File: src/verilog/cpuid_ext_consts.svh
// Constants for the extended identification leaf responder
`ifndef CPUID_EXT_CONSTS_SVH
`define CPUID_EXT_CONSTS_SVH

// ----------------------------------------------------------------------
// Leaf numbers
// ----------------------------------------------------------------------
`define CX_LEAF_MAX_QUERY   32'h8000_0000
`define CX_LEAF_FEATURES    32'h8000_0001
`define CX_LEAF_NAME_FIRST  32'h8000_0002
`define CX_LEAF_NAME_LAST   32'h8000_0004
`define CX_LEAF_CACHE       32'h8000_0005
`define CX_LEAF_HIGHEST     32'h8000_0005

// ----------------------------------------------------------------------
// Extended feature word bit positions
// ----------------------------------------------------------------------
`define CX_FEAT_FPU_BIT     0
`define CX_FEAT_TSC_BIT     4
`define CX_FEAT_MSR_BIT     5
`define CX_FEAT_CX8_BIT     8
`define CX_FEAT_CMOV_BIT    15
`define CX_FEAT_SIMD_BIT    23
`define CX_FEAT_MMEXT_BIT   24

// ----------------------------------------------------------------------
// Signature fields of the feature leaf
// ----------------------------------------------------------------------
`define CX_SIG_STEP_POS     0
`define CX_SIG_MODEL_POS    4
`define CX_SIG_FAMILY_POS   8
`define CX_SIG_TYPE_POS     12
`define CX_SIG_MODEL        4'h4
`define CX_SIG_FAMILY       4'h5
`define CX_SIG_TYPE         4'h0

// ----------------------------------------------------------------------
// TLB and cache descriptor bytes
// ----------------------------------------------------------------------
`define CX_TLB_DESC_POS     8
`define CX_TLB_DESC         8'h70
`define CX_QUERY_COUNT_POS  0
`define CX_QUERY_COUNT      8'h01
`define CX_L1_DESC_POS      0
`define CX_L1_DESC          8'h80

// ----------------------------------------------------------------------
// Name string geometry and reset values
// ----------------------------------------------------------------------
`define CX_NAME_CHARS       48
`define CX_NAME_WORDS       12
`define CX_NAME_PAD         8'h00
`define CX_WORD_RESET       32'h0000_0000

`endif

File: src/verilog/cpuid_ext_pkg.sv
// Types shared by the extended identification leaf responder
package cpuid_ext_pkg;

  // One query from the execution path
  typedef struct packed {
    logic        valid;
    logic [31:0] leaf;
  } query_t;

  // The four general result words
  typedef struct packed {
    logic [31:0] eax;
    logic [31:0] tlb_descriptor;
    logic [31:0] l1_cache_descriptor;
    logic [31:0] extended_feature_flags;
  } result_t;

  // Which kind of leaf a query names
  typedef enum logic [2:0] {
    LK_NONE,
    LK_MAX,
    LK_FEAT,
    LK_NAME,
    LK_CACHE
  } leaf_kind_t;

endpackage

File: src/verilog/cpuid_extended_leaf_responder.sv
// Extended identification leaf responder for the execution path
//
// Contract
// - Feature word: bits 0,4,5,8,15,23,24 only
// - Name leaves return ASCII name, little-endian
// - Three leaves carry name words 1-12 in order
// - Unused name bytes return NUL
// - Descriptor leaf TLB_DESCRIPTOR[15:8] is 70h
// - Descriptor leaf TLB_DESCRIPTOR[7:0] is 01h
// - Descriptor leaf L1_CACHE_DESCRIPTOR[7:0] is 80h
// - Highest extended leaf reported as 80000005h
`timescale 1ns/1ps
`default_nettype none
`include "cpuid_ext_consts.svh"

module cpuid_extended_leaf_responder #(
  parameter int              NAME_LEN = 16,
  // Arbitrary neutral name string
  parameter logic [8*48-1:0] NAME     = "Generic x86 Core",
  // Arbitrary stepping value
  parameter logic [3:0]      STEPPING = 4'h0
) (
  // Clock and reset
  input  wire logic                   i_clk,
  input  wire logic                   i_rst_n,
  // Query from the execution path
  input  wire cpuid_ext_pkg::query_t  i_query,
  // Answer, two cycles after the query
  output logic                        o_valid,
  output logic                        o_hit,
  output cpuid_ext_pkg::result_t      o_result
);
  import cpuid_ext_pkg::*;

  // ----------------------------------------------------------------------
  // Leaf decode
  // ----------------------------------------------------------------------
  wire logic       in_ext_range;
  wire logic [2:0] leaf_sub;
  leaf_kind_t      kind;

  // Only the six extended leaves match; the rest are left to others
  assign in_ext_range = (i_query.leaf >= `CX_LEAF_MAX_QUERY) &&
                        (i_query.leaf <= `CX_LEAF_HIGHEST);
  assign leaf_sub     = i_query.leaf[2:0];

  always_comb begin
    kind = LK_NONE;
    if (in_ext_range) begin
      case (leaf_sub)
        3'h0:    kind = LK_MAX;
        3'h1:    kind = LK_FEAT;
        3'h2,
        3'h3,
        3'h4:    kind = LK_NAME;
        3'h5:    kind = LK_CACHE;
        default: kind = LK_NONE;
      endcase
    end
  end

  // ----------------------------------------------------------------------
  // Constant answers
  // ----------------------------------------------------------------------
  wire logic [31:0] feat_word;
  wire logic [31:0] sig_word;
  wire logic [31:0] tlb_word;
  wire logic [31:0] l1_word;
  result_t          fixed_words;

  assign feat_word = (32'h1 << `CX_FEAT_FPU_BIT)
                   | (32'h1 << `CX_FEAT_TSC_BIT)
                   | (32'h1 << `CX_FEAT_MSR_BIT)
                   | (32'h1 << `CX_FEAT_CX8_BIT)
                   | (32'h1 << `CX_FEAT_CMOV_BIT)
                   | (32'h1 << `CX_FEAT_SIMD_BIT)
                   | (32'h1 << `CX_FEAT_MMEXT_BIT);

  // Signature; upper half reserved and zero
  assign sig_word = ({28'h0, STEPPING}       << `CX_SIG_STEP_POS)
                  | ({28'h0, `CX_SIG_MODEL}  << `CX_SIG_MODEL_POS)
                  | ({28'h0, `CX_SIG_FAMILY} << `CX_SIG_FAMILY_POS)
                  | ({28'h0, `CX_SIG_TYPE}   << `CX_SIG_TYPE_POS);

  // One query gives all cache info
  assign tlb_word = ({24'h0, `CX_TLB_DESC}    << `CX_TLB_DESC_POS)
                  | ({24'h0, `CX_QUERY_COUNT} << `CX_QUERY_COUNT_POS);

  assign l1_word  = {24'h0, `CX_L1_DESC} << `CX_L1_DESC_POS;

  always_comb begin
    fixed_words = '0;
    case (kind)
      LK_MAX: begin
        fixed_words.eax = `CX_LEAF_HIGHEST;
      end
      LK_FEAT: begin
        fixed_words.eax = sig_word;
        fixed_words.extended_feature_flags = feat_word;
      end
      LK_CACHE: begin
        fixed_words.tlb_descriptor = tlb_word;
        fixed_words.l1_cache_descriptor = l1_word;
      end
      default: begin
        fixed_words = '0;
      end
    endcase
  end

  // ----------------------------------------------------------------------
  // Name store
  // ----------------------------------------------------------------------
  wire logic [31:0] name_row_full;
  wire logic [1:0]  name_row;
  result_t          name_words;

  // Name leaves map to rows 0..2
  assign name_row_full = i_query.leaf - `CX_LEAF_NAME_FIRST;
  assign name_row      = (kind == LK_NAME) ? name_row_full[1:0] : 2'h3;

  // Name string packed in the store
  cpuid_name_rom #(
    .NAME_LEN (NAME_LEN),
    .NAME     (NAME)
  ) u_name_rom (
    .i_clk    (i_clk),
    .i_rst_n  (i_rst_n),
    .i_rd_en  (i_query.valid),
    .i_row    (name_row),
    .o_words  (name_words)
  );

  // ----------------------------------------------------------------------
  // Stage one: hold the decoded query beside the store read
  // ----------------------------------------------------------------------
  logic       s1_valid;
  leaf_kind_t s1_kind;
  result_t    s1_fixed;

  always_ff @(posedge i_clk or negedge i_rst_n) begin
    if (!i_rst_n) begin
      s1_valid <= 1'b0;
      s1_kind  <= LK_NONE;
      s1_fixed <= '0;
    end else begin
      s1_valid <= i_query.valid;
      if (i_query.valid) begin
        s1_kind  <= kind;
        s1_fixed <= fixed_words;
      end
    end
  end

  // ----------------------------------------------------------------------
  // Stage two: registered answer
  // ----------------------------------------------------------------------
  wire result_t next_result;
  wire logic    next_hit;

  // Name words come straight from the store row
  assign next_result = (s1_kind == LK_NAME) ? name_words : s1_fixed;
  assign next_hit    = (s1_kind != LK_NONE);

  // Answer holds until the next query lands
  always_ff @(posedge i_clk or negedge i_rst_n) begin
    if (!i_rst_n) begin
      o_valid  <= 1'b0;
      o_hit    <= 1'b0;
      o_result <= '0;
    end else begin
      o_valid <= s1_valid;
      if (s1_valid) begin
        o_hit    <= next_hit;
        o_result <= next_result;
      end
    end
  end

endmodule
`default_nettype wire

File: src/verilog/cpuid_name_rom.sv
// Name string store: three rows of four little-endian words
`timescale 1ns/1ps
`default_nettype none
`include "cpuid_ext_consts.svh"

module cpuid_name_rom #(
  parameter int                 NAME_LEN = 16,
  // Arbitrary neutral name, right-aligned, first character highest
  parameter logic [8*48-1:0]    NAME     = "Generic x86 Core"
) (
  // Clock and reset
  input  wire logic                  i_clk,
  input  wire logic                  i_rst_n,
  // Read request
  input  wire logic                  i_rd_en,
  input  wire logic [1:0]            i_row,
  // Read data, registered
  output cpuid_ext_pkg::result_t     o_words
);
  import cpuid_ext_pkg::*;

  // ----------------------------------------------------------------------
  // Byte table
  // ----------------------------------------------------------------------
  logic [7:0]  name_byte [`CX_NAME_CHARS];
  logic [31:0] name_word [`CX_NAME_WORDS];

  for (genvar b = 0; b < `CX_NAME_CHARS; b++) begin : g_byte
    assign name_byte[b] = (b < NAME_LEN) ?
                          NAME[8*(NAME_LEN-1-b) +: 8] : `CX_NAME_PAD;
  end
  for (genvar w = 0; w < `CX_NAME_WORDS; w++) begin : g_word
    assign name_word[w] = {name_byte[4*w+3], name_byte[4*w+2],
                           name_byte[4*w+1], name_byte[4*w]};
  end

  // ----------------------------------------------------------------------
  // Row select
  // ----------------------------------------------------------------------
  // Row n gives words 4n+1..4n+4
  wire logic    row_ok = (i_row != 2'h3);
  wire result_t row_words;
  assign row_words.eax = row_ok ? name_word[{i_row, 2'h0}] : `CX_WORD_RESET;
  assign row_words.tlb_descriptor = row_ok ? name_word[{i_row, 2'h1}] : `CX_WORD_RESET;
  assign row_words.l1_cache_descriptor = row_ok ? name_word[{i_row, 2'h2}] : `CX_WORD_RESET;
  assign row_words.extended_feature_flags = row_ok ? name_word[{i_row, 2'h3}] : `CX_WORD_RESET;

  // Registered read keeps the long byte mux off the output path
  always_ff @(posedge i_clk or negedge i_rst_n) begin
    if (!i_rst_n) begin
      o_words <= '0;
    end else if (i_rd_en) begin
      o_words <= row_words;
    end
  end

endmodule
`default_nettype wire

File: config.mk
export PLATFORM = sky130hd
export DESIGN_NAME = cpuid_extended_leaf_responder
export DESIGN_NICKNAME = d
export VERILOG_FILES = /design/src/verilog/cpuid_ext_pkg.sv /design/src/verilog/cpuid_extended_leaf_responder.sv /design/src/verilog/cpuid_name_rom.sv
export VERILOG_INCLUDE_DIRS = /design/src /design/src/verilog
export SDC_FILE = /design/constraint.sdc
export NUM_CORES = 1
export LEC_CHECK = 0
export ABC_AREA = 1
export ABC_CLOCK_PERIOD_IN_PS = 3800
export BUFFER_PORTS_ARGS = -buffer_cell sky130_fd_sc_hd__buf_2
export CORE_MARGIN = 10
export CORE_UTILIZATION = 41
export DETAILED_ROUTE_END_ITERATION = 10
export HOLD_SLACK_MARGIN = 0.15
export PLACE_DENSITY = 0.95
export SLEW_MARGIN = 25
export SYNTH_ARGS = -nofsm -noshare
export SYNTH_HDL_FRONTEND = slang
export SYNTH_SLANG_ARGS = --single-unit
File: constraint.sdc
create_clock -name i_clk -period 3.8 [get_ports i_clk]
set_input_delay 0.38 -clock i_clk [delete_from_list [all_inputs] [get_ports i_clk]]
set_output_delay 0.38 -clock i_clk [all_outputs]
set_load 0.02 [all_outputs]
==> results of run 1 <==
## cell usage in the layout (no fill, tap or decap)
| master | Yosys | routed |
|---|---|---|
| clkinv_1 | 1 | 1 |
| dfrtp_2 | 0 | 1 |
| buf_2 | 0 | 103 |
| nor3b_2 | 1 | 1 |
| inv_1 | 6 | 6 |
| nor2_4 | 1 | 1 |
| o21ai_0 | 3 | 3 |
| nand3b_1 | 1 | 1 |
| conb_1 | 1 | 61 |
| clkbuf_8 | 0 | 3 |
| nor2_2 | 1 | 1 |
| nand3_1 | 9 | 9 |
| clkbuf_1 | 1 | 1 |
| nand2_1 | 45 | 45 |
| dlygate4sd3_1 | 0 | 1 |
| nor3_1 | 2 | 2 |
| dfrtp_1 | 19 | 18 |
| nand3_2 | 1 | 1 |
| nor2_1 | 27 | 27 |
| nand4_1 | 4 | 4 |
## cells by family after synthesis
family,share of synthesized area
AND/OR/NAND/NOR,0.2183
buffers and inverters,0.5106
AO/OA/AOI/OAI,0.008234
other,0.002057
flip-flops,0.2608
## through the flow
step,cell area [µm²],util,hold WS (ns),setup WS [ns],instances
global route,1780,0.4117,0.2713,2.051,342
CTS,1779,0.4115,0.2693,1.791,342
detailed placement,1724,0.3987,0.3329,2.082,337
floorplan,2048,-,0.08441,1.981,303
global placement,1724,0.3987,0.3238,2.156,337
finish,1780,0.4117,0.2735,2.174,342
## final timing paths
check / start / endpoint / slack [ns] / cells after the start
max: o_result[126] / o_result[117] / 2.17 / 1
min: i_query[32] / s1_valid / 0.27 / 1
max reg2reg: s1_kind[2] / o_result[106] / 2.72 / 4
min reg2reg: o_result[127] / o_result[127] / 0.49 / 2
max in group asynchronous: i_rst_n / o_result[126] / 2.90 / 2
min in group asynchronous: i_rst_n / s1_kind[1] / 0.59 / 2
## metal layers
metal / track usage / routed length (µm) / part of all wire
met5: 0 / 0 / 0
met4: 0.03682 / 65 / 0.015
met3: 0.07505 / 841 / 0.19
met2: 0.1846 / 2146 / 0.49
met1: 0.08342 / 1284 / 0.30
## flip-flops by register name (all words and copies together) (netlist names)
signal / flops
u_name_rom.o_words: 1
s1_kind: 3
o_result: 8
s1_fixed: 4
o_valid: 1
o_hit: 1
s1_valid: 1
## final cells by class
type                       instances  area, µm²
fill                             438       2544
inverter                           7      26.28
tap                               52      65.06
timing repair buffer             104      525.5
clock buffer                       4      45.04
multi-input combinational        156      641.9
sequential                        19      476.7
## power breakdown
| group | switching, W | internal (W) | total [W] |
|---|---|---|---|
| combinational | 0.0000787 | 0.0000185 | 0.0000972 |
| sequential | 0.00000103 | 0.000203 | 0.000204 |
| clock | 0.0000625 | 0.0000746 | 0.000137 |
| total | 0.000142 | 0.000296 | 0.000439 |
==> flow_metrics.tcl, run 1 <==
set metrics [dict create \
    leakage_nw 1.221 \
    slew_headroom 0.6445 \
    first_global_vias 1370 \
    hold_violations 0 \
    antenna_left 0 \
    drt_iter0_drc 26 \
    vdd_drop_max_mv 0.07840 \
    fp-row-count 24 \
    cp-end-kind "output pin" \
    coreArea_um2 4324 \
    cts_buffers 3 \
    drv_slew 0 \
    wl_mm 4.337 \
    rsz0062_at_grt "no" \
    grt_pass1_wl_mm 6.465 \
    final.setup.tns_ns 0 \
    n_antenna_cell 0 \
    cts_setup_buffers 0 \
    synthMostInstantiatedCell "buf_4" \
    worstMarginPinSlew_ns 0.5333 \
    period_needed_ns 1.626 \
    crit_slowest_cell "dfrtp_2" \
    ys_seq_area_frac 0.2608 \
    initial_core_util 0.4216 \
    synth_area_per_cell_um2 7.502 \
    clock_sink_count 19 \
    synth_cells 243 \
    grt_max_degree 51 \
    crit_required_ns 3.42 \
    cap_violations 0 \
    ys_ff_latch 19 \
    synth_area_leader_cell "buf_4" \
    cts_root_buf "clkbuf_8" \
    crit_chain "buf_2" \
    layout.nets 326 \
    skew_ns 0.001178 \
    route.detailed.drc 0 \
    clk_latency_ns 0.26 \
    antenna_found_initial 0 \
    ys_warn_count 0 \
    cts_max_path_buffers 2 \
    first_pass_iters 4 \
    synthTopCellsByCount "120 x buf_4, 45 x nand2_1, 27 x nor2_1, 19 x dfrtp_1, 9 x nand3_1" \
    crit_path_max_incr_delay_ns 0.71 \
    ctsResizeCount 0 \
    die_area_um2 7513 \
    finalCritPeriodShare 0.4280 \
    design.portCount 165 \
    vias 1344 \
    area_growth_pct -2.333 \
    postSynth.asyncResetShare 1.000 \
    avgRoutedWirePerCell_um 12.68 \
    htree_num_levels 1 \
    cp-start-kind "register" \
    synth_area_um2 1823 \
    cp_top_family "flip-flops" \
    clkTransAtPathRegs_ns 0.06 \
    setup_violations 0 \
    cts_tree "built" \
    overflow 0 \
    synth.distinct_cells 17 \
    place_congestion 0.8318 \
    fp.dieH_um 86.68 \
    min_path_type "primary input to register" \
    synth_top_area_share 0.4942 \
    io_buffers 103 \
    dp_hpwl_mm 3.914 \
    status "completed" \
    synth-edff-count 0 \
    path_max_fanout 50 \
    cts-hold-fix-buffers 1 \
    synth.area.top_cells "buf_4 49%, dfrtp_1 26%, nand2_1 9.3%" \
    final_layout_size_suffix_gt1_frac 0.3828 \
    crit_type "register to output pin" \
    power_w 0.0004386 \
    worst-endpoint-arrival_ns 1.25 \
    die_width_um 86.68 \
    avgViaCountPerCell 3.930 \
    p_per_area_nw_per_um2 246.3 \
    critPathBufInv 1 \
    fmax_mhz 614.9 \
    synth_flop_cell "dfrtp_1" \
    track_usage 0.1023 \
]
No activity file was read; power rests on OpenSTA's default activity.
==> inputs of run 2 (changes only) <==
--- a/config.mk
+++ b/config.mk
@@ -7,13 +7,13 @@
 export NUM_CORES = 1
 export LEC_CHECK = 0
 export ABC_AREA = 1
-export ABC_CLOCK_PERIOD_IN_PS = 3800
+export ABC_CLOCK_PERIOD_IN_PS = 1700
 export BUFFER_PORTS_ARGS = -buffer_cell sky130_fd_sc_hd__buf_2
 export CORE_MARGIN = 10
-export CORE_UTILIZATION = 41
+export CORE_UTILIZATION = 38
 export DETAILED_ROUTE_END_ITERATION = 10
 export HOLD_SLACK_MARGIN = 0.15
-export PLACE_DENSITY = 0.95
+export PLACE_DENSITY = 0.91
 export SLEW_MARGIN = 25
 export SYNTH_ARGS = -nofsm -noshare
 export SYNTH_HDL_FRONTEND = slang
==> constraint.sdc (replaced) <==
create_clock -name i_clk -period 1.7 [get_ports i_clk]
set_input_delay 0.17 -clock i_clk [delete_from_list [all_inputs] [get_ports i_clk]]
set_output_delay 0.17 -clock i_clk [all_outputs]
set_load 0.02 [all_outputs]
==> run 2 against run 1 <==
  * Die area increased by 6.1%
  * Cell area increased by 1.1%
  * Clock skew increased by 0.0022 ns
  * Routed wire length increased by 2.2%
  * Total power increased by 120%
  * Sequential share of layout area decreased by 0.37 points
  * Clock power increased by 120%
  * Combinational power increased by 130%
  * Critical path depth increased by 1
  * Non-clock buffer count increased by 2
  * Critical path type unchanged
  * Largest cell class unchanged
==> flow_metrics.tcl, run 2 (synthesis results as in run 1) <==
set metrics [dict create \
    io_buffers 103 \
    ctsResizeCount 0 \
    vdd_drop_max_mv 0.2377 \
    use_met2 0.1657 \
    drt_iter0_drc 57 \
    final.setup.tns_ns 0 \
    largest_reg_flops 8 \
    fillers 479 \
    crit_type "register to output pin" \
    min_path_type "primary input to register" \
    clock_sink_count 19 \
    period_needed_ns 1.320 \
    dp_hpwl_mm 4.016 \
    worst-endpoint-arrival_ns 1.15 \
    leakage_nw 1.235 \
    top_usage_layer "met2" \
    cts_root_buf "clkbuf_8" \
    die_width_um 89.27 \
    track_usage 0.09270 \
    first_global_vias 1341 \
    initial_core_util 0.3885 \
    reg2reg_depth 3 \
    min_delay_path_depth 4 \
    fmax_mhz 757.6 \
    fp.dieH_um 89.27 \
    n_antenna_cell 0 \
    cp-end-kind "output pin" \
    cts-hold-fix-buffers 2 \
    antenna_left 0 \
    met3_usage 0.04467 \
    vias 1355 \
    grt_use_met1 0.09038 \
    overflow 0 \
    cts_setup_buffers 0 \
    first_pass_iters 4 \
    cts_tree "built" \
    rsz0062_at_grt "no" \
    multi_input_area_um2 641.9 \
    coreArea_um2 4692 \
    postLayoutCellArea_um2 1800 \
    cp-start-kind "register" \
    avgViaCountPerCell 3.916 \
    layout.nets 328 \
    finalCritPeriodShare 0.7764 \
    place_congestion 0.7428 \
    clk_latency_ns 0.26 \
    fp-row-count 25 \
    cts_buffers 3 \
    final_common_cell "buf_2" \
    skew_ns 0.003397 \
    design.portCount 165 \
    wl_mm 4.431 \
    grt_pass1_wl_mm 5.920 \
    cap_violations 0 \
    fin_cells 346 \
    place_inst 340 \
    final_cell_mix "103 x buf_2, 61 x conb_1, 45 x nand2_1" \
    htree_num_levels 1 \
    clkTransAtPathRegs_ns 0.06 \
    grt_max_degree 50 \
    status "completed" \
    final_util 0.3837 \
    area_growth_pct -1.235 \
    reg_top3 "o_result x8, s1_fixed x4, s1_kind x3" \
    ff_latch_area_um2 475.5 \
    hold_violations 0 \
    die_area_um2 7968 \
    drv_slew 0 \
    regMostFlops "o_result" \
    setup_violations 0 \
    placed_cell_area_um2 1734 \
    cts_max_path_buffers 2 \
    hold_ws_ns 0.2348 \
    path_max_fanout 49 \
    final_layout_size_suffix_gt1_frac 0.3836 \
    antenna_found_initial 0 \
    p_per_area_nw_per_um2 546.3 \
    route.detailed.drc 0 \
    avgRoutedWirePerCell_um 12.81 \
    crit_required_ns 1.53 \
]
run 2: changes by cell type in the layout (fill, tap and decap cells not counted):
cell | previous run | this run
clkbuf_1 | 1 | 0
dlygate4sd3_1 | 1 | 2
buf_4 | 0 | 1
clkinv_2 | 0 | 1
dfrtp_1 | 18 | 19
dfrtp_2 | 1 | 0
run 2: cell type report:
| cell class | instances | share of cell area |
|---|---|---|
| clock buffers | 3 | 0.02293 |
| clock inverters | 1 | 0.002780 |
| inverters | 7 | 0.01459 |
| multi-input cells | 156 | 0.3565 |
| flip-flops and latches | 19 | 0.2641 |
| well taps | 54 | 0.03753 |
| repair buffers | 106 | 0.3016 |
run 2: metal layers:
metal	vias up	wire [µm]	part of all wire
li1	663	-	-
met1	580	1522	0.34
met2	107	2081	0.47
met3	5	772	0.17
met4	0	55	0.012
met5	-	0	0
run 2: metrics by stage:
stage | setup WS, ns | total power (W)
2_1_floorplan | 0.09107 | 0.0007234
3_3_place_gp | 0.6772 | 0.0006700
3_5_place_dp | 0.6327 | 0.0006735
4_1_cts | 0.3447 | 0.0009921
5_1_grt | 0.2586 | 0.001039
6_report | 0.3801 | 0.0009836
run 2: path summary, 6_finish.rpt:
check	to	start	slack (ns)
max	o_result[35]	o_result[126]	0.38
min	u_name_rom.o_words[53]	i_query[0]	0.23
max reg2reg	o_result[98]	s1_valid	0.63
min reg2reg	o_hit	o_hit	0.48
max in group asynchronous	o_result[98]	i_rst_n	1.03
min in group asynchronous	o_result[23]	i_rst_n	0.38
run 2: worst max-delay path, cell delays in order, from the launching register on:
cell     delay, ns
dfrtp_1       0.35
buf_4         0.30
buf_2         0.24
run 2: where the power goes:
| part | leakage [nW] | switching [W] | total [W] | internal, W |
|---|---|---|---|---|
| clock network | 0.0255 | 0.000145 | 0.000308 | 0.000163 |
| registers | 0.261 | 0.00000245 | 0.000457 | 0.000454 |
| logic | 0.948 | 0.000176 | 0.000219 | 0.0000428 |
